### config.mk
export PLATFORM = sky130hd
export DESIGN_NAME = pcm_port_c
export DESIGN_NICKNAME = d
export VERILOG_FILES = /design/src/pcm_pkg.sv /design/src/pcm_mux_if.sv /design/src/pcm_pin_mux.sv /design/src/pcm_port_c.sv
export SDC_FILE = /design/constraint.sdc
export NUM_CORES = 1
export LEC_CHECK = 0
export BUFFER_PORTS_ARGS = -buffer_cell sky130_fd_sc_hd__buf_4
export CAP_MARGIN = 15
export CORE_MARGIN = 2
export CORE_UTILIZATION = 40
export CTS_CLUSTER_SIZE = 28
export DETAILED_ROUTE_END_ITERATION = 8
export PLACE_DENSITY = 0.57
export SKIP_LAST_GASP = 1
export SLEW_MARGIN = 5
export SYNTH_ARGS = -nofsm -noshare
export SYNTH_HDL_FRONTEND = slang
export SYNTH_HIERARCHICAL = 1
export SYNTH_SLANG_ARGS = --single-unit
### constraint.sdc
create_clock -name clk_sys -period 3.3 [get_ports clk_sys]
set_clock_uncertainty 0.15 [all_clocks]
set_input_delay 0.33 -clock clk_sys [delete_from_list [all_inputs] [get_ports clk_sys]]
set_output_delay 0.33 -clock clk_sys [all_outputs]
set_load 0.02 [all_outputs]
### src/pcm_pkg.sv
//
// How it works
// - eight two-way pins, each with a direction bit and a latch bit
// - pins two to seven are digital only; pins zero and one carry oscillator duties
// - each compare output gets its own open-drain select; the serial-peripheral outputs share one select, and the async-serial outputs share another
// - route bit set sends unit two to pin one; cleared in extended mode, to alternate
// - every reset makes all pins digital inputs
// - direction register reads back stored value, never the overridden direction
// - direction zero: compare/pwm output beats latch; one: pin feeds capture input
// - pwm channel a on pins one and two may tri-state during shutdown, else wins
// - pin zero is an external clock input only while the oscillator is off
// - don't-care functions such as oscillator input set direction, ignoring the bit
//
package pcm_pkg;
  localparam int         PCM_W         = 8;
  localparam logic [3:0] PCM_A_LEVEL   = 4'h0;
  localparam logic [3:0] PCM_A_LATCH   = 4'h1;
  localparam logic [3:0] PCM_A_DIR     = 4'h2;
  localparam logic [3:0] PCM_A_ODC1    = 4'h3;
  localparam logic [3:0] PCM_A_ODC3    = 4'h4;
  localparam logic [3:0] PCM_A_CTRL    = 4'h5;
  // open_drain_control_one fields
  localparam int         PCM_B_SPI_OD  = 7;
  localparam int         PCM_B_CU2_OD  = 6;
  localparam int         PCM_B_CU1_OD  = 5;
  // open_drain_control_three field
  localparam int         PCM_B_SER1_OD = 6;
  // control fields: pwm shutdown tri-state enables
  localparam int         PCM_B_P1_TRI  = 0;
  localparam int         PCM_B_P2_TRI  = 1;
  localparam logic [7:0] PCM_RST_DIR   = 8'hff;
  localparam logic [7:0] PCM_RST_LATCH = 8'h00;
  localparam logic [7:0] PCM_RST_ZERO  = 8'h00;
  localparam int         PCM_P_CU2     = 1;
  localparam int         PCM_P_CU1     = 2;
  localparam int         PCM_P_SCK     = 3;
  localparam int         PCM_P_SDO     = 5;
  localparam int         PCM_P_TX      = 6;
  localparam int         PCM_P_DT      = 7;

  typedef enum logic [1:0] {PCM_DRV_LATCH, PCM_DRV_PERIPH, PCM_DRV_TRI} pcm_drv_t;
endpackage

### src/pcm_mux_if.sv
`timescale 1ns/1ns
interface pcm_mux_if;
  logic [7:0] dir;
  logic [7:0] latch;
  logic [7:0] odc1;
  logic [7:0] odc3;
  logic [7:0] ctrl;
  logic       route_cu2;
  logic       ext_mode;
  logic       osc_en;
  logic       cu1_out;
  logic       cu1_en;
  logic       cu1_shut;
  logic       cu2_out;
  logic       cu2_en;
  logic       cu2_shut;
  logic       sck_out;
  logic       sck_en;
  logic       sdo_out;
  logic       sdo_en;
  logic       tx_out;
  logic       tx_en;
  logic       dt_out;
  logic       dt_en;
  logic [7:0] pin_o;
  logic [7:0] pin_oe;
  logic       cu2_alt_sel;
  modport ctl (output dir, latch, odc1, odc3, ctrl, route_cu2, ext_mode, osc_en,
               output cu1_out, cu1_en, cu1_shut, cu2_out, cu2_en, cu2_shut,
               output sck_out, sck_en, sdo_out, sdo_en, tx_out, tx_en, dt_out, dt_en,
               input pin_o, pin_oe, cu2_alt_sel);
  modport mux (input dir, latch, odc1, odc3, ctrl, route_cu2, ext_mode, osc_en,
               input cu1_out, cu1_en, cu1_shut, cu2_out, cu2_en, cu2_shut,
               input sck_out, sck_en, sdo_out, sdo_en, tx_out, tx_en, dt_out, dt_en,
               output pin_o, pin_oe, cu2_alt_sel);
endinterface

### src/pcm_pin_mux.sv
`timescale 1ns/1ns
module pcm_pin_mux
  import pcm_pkg::*;
(
  pcm_mux_if.mux m
);
  // ----------------------------------------------------------------
  // per-pin drive decision
  // ----------------------------------------------------------------
  function automatic pcm_drv_t pick(input logic en, input logic shut, input logic tri_en);
    if (!en)
      return PCM_DRV_LATCH;
    else if (shut && tri_en)
      return PCM_DRV_TRI;
    else
      return PCM_DRV_PERIPH;
  endfunction

  logic     cu2_here;
  pcm_drv_t d1;
  pcm_drv_t d2;

  always_comb begin
    cu2_here      = m.route_cu2 || !m.ext_mode;
    m.cu2_alt_sel = !cu2_here;
    d1 = pick(m.cu2_en && cu2_here, m.cu2_shut, m.ctrl[PCM_B_P2_TRI]);
    d2 = pick(m.cu1_en, m.cu1_shut, m.ctrl[PCM_B_P1_TRI]);
    for (int i = 0; i < PCM_W; i++) begin
      m.pin_o[i]  = m.latch[i];
      m.pin_oe[i] = !m.dir[i];
    end
    // pin zero: oscillator output owns it and forces input
    if (m.osc_en)
      m.pin_oe[0] = 1'b0;
    // pin one: oscillator input forces direction, else compare unit two
    if (m.osc_en) begin
      m.pin_oe[1] = 1'b0;
    end else if (!m.dir[PCM_P_CU2] && d1 != PCM_DRV_LATCH) begin
      m.pin_o[1]  = m.cu2_out;
      m.pin_oe[1] = (d1 == PCM_DRV_PERIPH)
                    && !(m.odc1[PCM_B_CU2_OD] && m.cu2_out);
    end
    if (!m.dir[PCM_P_CU1] && d2 != PCM_DRV_LATCH) begin
      m.pin_o[2]  = m.cu1_out;
      m.pin_oe[2] = (d2 == PCM_DRV_PERIPH)
                    && !(m.odc1[PCM_B_CU1_OD] && m.cu1_out);
    end
    if (m.sck_en && !m.dir[PCM_P_SCK]) begin
      m.pin_o[3]  = m.sck_out;
      m.pin_oe[3] = !(m.odc1[PCM_B_SPI_OD] && m.sck_out);
    end
    if (m.sdo_en && !m.dir[PCM_P_SDO]) begin
      m.pin_o[5]  = m.sdo_out;
      m.pin_oe[5] = !(m.odc1[PCM_B_SPI_OD] && m.sdo_out);
    end
    // serial transmit outputs override the direction bit
    if (m.tx_en) begin
      m.pin_o[6]  = m.tx_out;
      m.pin_oe[6] = !(m.odc3[PCM_B_SER1_OD] && m.tx_out);
    end
    if (m.dt_en) begin
      m.pin_o[7]  = m.dt_out;
      m.pin_oe[7] = !(m.odc3[PCM_B_SER1_OD] && m.dt_out);
    end
  end
endmodule

### src/pcm_port_c.sv
// Local design decisions: the register offsets and the plain strobed port.
`timescale 1ns/1ns
module pcm_port_c
  import pcm_pkg::*;
(
  input  wire logic       clk_sys,
  input  wire logic       rst,
  input  wire logic [3:0] reg_addr,
  input  wire logic [7:0] reg_wdata,
  input  wire logic       reg_wr,
  input  wire logic       reg_rd,
  output logic      [7:0] reg_rdata,
  input  wire logic       route_cu2_cfg,
  input  wire logic       ext_mode,
  input  wire logic       osc_en,
  input  wire logic       cu1_out,
  input  wire logic       cu1_en,
  input  wire logic       cu1_shut,
  input  wire logic       cu2_out,
  input  wire logic       cu2_en,
  input  wire logic       cu2_shut,
  input  wire logic       sck_out,
  input  wire logic       sck_en,
  input  wire logic       sdo_out,
  input  wire logic       sdo_en,
  input  wire logic       tx_out,
  input  wire logic       tx_en,
  input  wire logic       dt_out,
  input  wire logic       dt_en,
  input  wire logic [7:0] pin_i,
  output logic      [7:0] pin_o,
  output logic      [7:0] pin_oe,
  output logic            cu1_capture_in,
  output logic            cu2_capture_in,
  output logic            cu2_alt_sel,
  output logic            ext_clk_in,
  output logic            sck_in,
  output logic            sdi_in,
  output logic            rx_in
);
  // ----------------------------------------------------------------
  // registers
  // ----------------------------------------------------------------
  logic [7:0] dir_r;
  logic [7:0] latch_r;
  logic [7:0] odc1_r;
  logic [7:0] odc3_r;
  logic [7:0] ctrl_r;
  logic [7:0] sync1_r;
  logic [7:0] sync2_r;
  logic [7:0] rdata_nxt;

  pcm_mux_if mif ();

  always_ff @(posedge clk_sys) begin
    if (rst) begin
      dir_r   <= PCM_RST_DIR;
      latch_r <= PCM_RST_LATCH;
      odc1_r  <= PCM_RST_ZERO;
      odc3_r  <= PCM_RST_ZERO;
      ctrl_r  <= PCM_RST_ZERO;
    end else if (reg_wr) begin
      case (reg_addr)
        PCM_A_LEVEL: latch_r <= reg_wdata;
        PCM_A_LATCH: latch_r <= reg_wdata;
        PCM_A_DIR:   dir_r   <= reg_wdata;
        PCM_A_ODC1:  odc1_r  <= reg_wdata;
        PCM_A_ODC3:  odc3_r  <= reg_wdata;
        PCM_A_CTRL:  ctrl_r  <= reg_wdata;
        default:     ;
      endcase
    end
  end

  // ----------------------------------------------------------------
  // pin input synchroniser
  // ----------------------------------------------------------------
  always_ff @(posedge clk_sys) begin
    if (rst) begin
      sync1_r <= PCM_RST_ZERO;
      sync2_r <= PCM_RST_ZERO;
    end else begin
      sync1_r <= pin_i;
      sync2_r <= sync1_r;
    end
  end

  always_comb begin
    case (reg_addr)
      PCM_A_LEVEL: rdata_nxt = sync2_r;
      PCM_A_LATCH: rdata_nxt = latch_r;
      PCM_A_DIR:   rdata_nxt = dir_r;
      PCM_A_ODC1:  rdata_nxt = odc1_r;
      PCM_A_ODC3:  rdata_nxt = odc3_r;
      PCM_A_CTRL:  rdata_nxt = ctrl_r;
      default:     rdata_nxt = PCM_RST_ZERO;
    endcase
  end

  always_ff @(posedge clk_sys) begin
    if (rst)
      reg_rdata <= PCM_RST_ZERO;
    else if (reg_rd)
      reg_rdata <= rdata_nxt;
    else
      reg_rdata <= PCM_RST_ZERO;
  end

  // ----------------------------------------------------------------
  // pin multiplexer
  // ----------------------------------------------------------------
  assign mif.dir       = dir_r;
  assign mif.latch     = latch_r;
  assign mif.odc1      = odc1_r;
  assign mif.odc3      = odc3_r;
  assign mif.ctrl      = ctrl_r;
  assign mif.route_cu2 = route_cu2_cfg;
  assign mif.ext_mode  = ext_mode;
  assign mif.osc_en    = osc_en;
  assign mif.cu1_out   = cu1_out;
  assign mif.cu1_en    = cu1_en;
  assign mif.cu1_shut  = cu1_shut;
  assign mif.cu2_out   = cu2_out;
  assign mif.cu2_en    = cu2_en;
  assign mif.cu2_shut  = cu2_shut;
  assign mif.sck_out   = sck_out;
  assign mif.sck_en    = sck_en;
  assign mif.sdo_out   = sdo_out;
  assign mif.sdo_en    = sdo_en;
  assign mif.tx_out    = tx_out;
  assign mif.tx_en     = tx_en;
  assign mif.dt_out    = dt_out;
  assign mif.dt_en     = dt_en;

  pcm_pin_mux u_mux (
    .m (mif.mux)
  );

  // ----------------------------------------------------------------
  // registered pin and peripheral outputs
  // ----------------------------------------------------------------
  always_ff @(posedge clk_sys) begin
    if (rst) begin
      pin_o       <= PCM_RST_LATCH;
      pin_oe      <= PCM_RST_ZERO;
      cu2_alt_sel <= 1'b0;
    end else begin
      pin_o       <= mif.pin_o;
      pin_oe      <= mif.pin_oe;
      cu2_alt_sel <= mif.cu2_alt_sel;
    end
  end

  always_ff @(posedge clk_sys) begin
    if (rst) begin
      cu1_capture_in <= 1'b0;
      cu2_capture_in <= 1'b0;
      ext_clk_in     <= 1'b0;
      sck_in         <= 1'b0;
      sdi_in         <= 1'b0;
      rx_in          <= 1'b0;
    end else begin
      cu1_capture_in <= dir_r[PCM_P_CU1] & sync2_r[PCM_P_CU1];
      cu2_capture_in <= dir_r[PCM_P_CU2] & ~mif.cu2_alt_sel & sync2_r[PCM_P_CU2];
      ext_clk_in     <= ~osc_en & sync2_r[0];
      sck_in         <= sync2_r[PCM_P_SCK];
      sdi_in         <= sync2_r[4];
      rx_in          <= sync2_r[7];
    end
  end
endmodule

==> metrics.md <==
| Metric | Value |
|---|---|
| Status | `finished, final reports clean` |
| Post-synth cell types | `38` |
| Peak fanout along the critical path | `29` |
| TritonCTS Buffers | `9` |
| Die Ht | `a little under 100 um` |
| Setup TNS | `0 ps` |
| MaxCap Viol Count | `0` |
| Flops & latches, synth | `87` |
| Clock Power Share | `35.7%` |
| Num rows | `34` |
| Yosys top cell by area | `dfxtp_1` |
| Combinational power share | `a little under a tenth` |
| R2R Setup Slk | `1880 ps` |
| FMAX | `between 500 and 600 MHz` |
| Worst skew pair latency | `~350 ps` |
| Syn Nets | `just over 400` |
| Starting density of the core | `between 40% and 50%` |
| Largest net degree at the start of global routing | `38` |
| Post-CTS Resized | `0` |
| Top_reg_cell synth | `dfxtp_1` |
| H-tree levels | `3` |
| Hold_buf cts | `0` |
| Antenna diodes | `0` |
| Worst hold path type | `primary input to flop` |
| Final WS setup | `around 1400 ps` |
| Final Util | `49.6%` |
| Post-Syn Instances | `374` |
| Power per cell area | `457 mW/mm^2` |
| GR Overflow Total | `0` |
| Slowest CP cell | `nor3b_2` |
| Vias per inst | `roughly 5.2` |
| WL final | `8800 um` |
| Required time worst endpoint | `3420 ps` |
| Tmin final | `1870 ps` |
| Worst setup EP type | `flop` |
| P_sw | `approximately 0.48 mW` |
| Final hold vios | `0` |
| TritonCTS Sinks | `just under 90` |
| Die area | `0.00975 sq mm` |
| Clock root cell | `clkbuf_8` |
| CTS tree | `yes` |
| Total track usage | `18.2%` |
| Post-synth EDFFs | `0` |
| Pins Over Slew Limit | `0` |
| Arrival time at the worst endpoint | `roughly 2000 ps` |
| Post-layout instance area | `0.00433 sq mm` |
| Layout Nets | `471` |
| Top post-synthesis cells by area | `dfxtp_1 (49%), nor2b_1 (7.0%), mux2_2 (6.3%), mux2i_1 (4.7%), a21oi_1 (4.2%)` |
| Share of the synthesized area in the top cell type | `48.5%` |
| Share of cells above drive strength 1 | `26.7%` |
| Worst-path clk slew | `about 90 ps` |
| Fillers | `roughly 830` |
| Top Family by Delay on Critical Path | `simple AND/OR/NAND/NOR gates` |
| DP Wirelength | `6060 um` |
| Via count | `2802` |
| Post-route clock period utilization | `a little under three fifths` |
| Synth async-reset ratio | `0%` |
| Leakage | `1.67 nW` |
| Area growth syn-to-layout | `20.5%` |
| First-pass GRT wire length | `around 14000 um` |
| TritonRoute pass-1 iters | `4` |
| Final GP Congestion | `~0.83` |
| Vias in the first global route | `2657` |
| Crit Path Category | `primary input to flop` |
| Die W | `98.7 um` |
| Final setup viols | `0` |
| Count leader, synth | `dfxtp_1` |
| DRC | `0` |
| Post-Place Setup Slack | `1100 ps` |
| Cell Chain, Critical Path | `buf_4 -> or3b_4 -> nor3b_2 -> mux2i_1` |
| Post-DP Area | `around 0.0041 sq mm` |
| Max-slew headroom | `40.3%` |
| Int Pwr | `around 1.5 mW` |
| CTS Buffer Depth | `2` |
| Post-CTS Setup Inserts | `0` |
| Crit path buf inv count | `1` |
| Unrepaired setup endpoints after global routing | `no` |
| Syn Area/Cell | `9.60 sq um` |
| I/O pin total | `72` |
| Routed Antenna Nets | `0` |
| Switching Share | `between 20% and 30%` |
| Critical Path Source Type | `primary input` |
| Register area share after synthesis | `48.5%` |
| Antenna violations before repair | `0` |
| Core area | `0.00872 sq mm` |
| Reg power frac | `54.8%` |
| CP peak stage delay | `730 ps` |
| First DRT Iteration DRCs | `143` |
| Commonest cells post-synth | `dfxtp_1 (87), nor2b_1 (40), a21oi_1 (30)` |
| Syn Std Cell Area | `around 0.0036 sq mm` |
| PortBufs | `71` |
| Worst slew pin tran | `892 ps` |
| Drt wl/cell | `between 15 and 20 um` |
| Ys Warns | `6` |
| VDD IR max | `0.273 mV` |
## layout make-up
class                   count  area [sq um]  area share [%]
repair buffers             73           548            12.7
clock buffers              12           165            3.82
well taps                 108           135            3.12
inverters                   3          11.3           0.260
multi-input cells         256          1700            39.3
clock inverters             3          25.0           0.579
flip-flops and latches     87          1740            40.3
## stage by stage
stage | hold slack, ps | cells | power [mW]
after CTS | 27.7 | 542 | 2.00
after global routing | 26.0 | 542 | 2.06
final | 39.1 | 542 | 1.97
after detailed placement | 275 | 527 | 1.29
after global placement | 266 | 527 | 1.29
after floorplan | 256 | 374 | 1.21
## final timing paths
kind,from,endpoint,cells past startpoint
min reg2reg,sync1_r[5]$_SDFF_PP0_,sync2_r[5]$_SDFF_PP0_,1
max,reg_addr[2],dir_r[0]$_SDFFE_PP1P_,4
min,pin_i[6],sync1_r[6]$_SDFF_PP0_,2
max reg2reg,dir_r[1]$_SDFFE_PP1P_,pin_o[1]$_SDFF_PP0_,3
## layout by cell type (no fill, tap or decap), types with 4 or more instances in the layout
cell type	n
nor2_1	21
dfxtp_1	87
nand2_1	25
a22oi_1	6
mux2_2	20
nand2b_1	20
o21ai_0	18
clkbuf_8	12
buf_4	73
nor2b_1	40
nor3b_1	4
a21oi_1	30
a31oi_1	7
nand3b_1	5
mux2i_1	17
nand3_1	17
## power by group through the flow
| stage | combinational [mW] | clock [mW] | sequential [mW] |
|---|---|---|---|
| 2_1_floorplan | 0.100 | 0 | 1.11 |
| 3_3_place_gp | 0.186 | 0 | 1.11 |
| 3_5_place_dp | 0.187 | 0 | 1.11 |
| 4_1_cts | 0.188 | 0.726 | 1.08 |
| 5_1_grt | 0.202 | 0.771 | 1.09 |
| 6_report | 0.187 | 0.705 | 1.08 |
## metal layers
| layer | track usage, % | part of all wire [%] |
|---|---|---|
| met5 | 0 | 0 |
| met4 | 6.01 | 1.1 |
| met3 | 2.84 | 4.7 |
| met2 | 29.5 | 47 |
| met1 | 24.8 | 47 |
## logic make-up after synthesis
logic type | Yosys count | synth area share, %
simple gates | 152 | 25.3
flops | 87 | 48.5
compound gates | 65 | 10.1
mux | 39 | 12.0
buf+inv | 31 | 4.15
(Power assumes the default switching activity.)
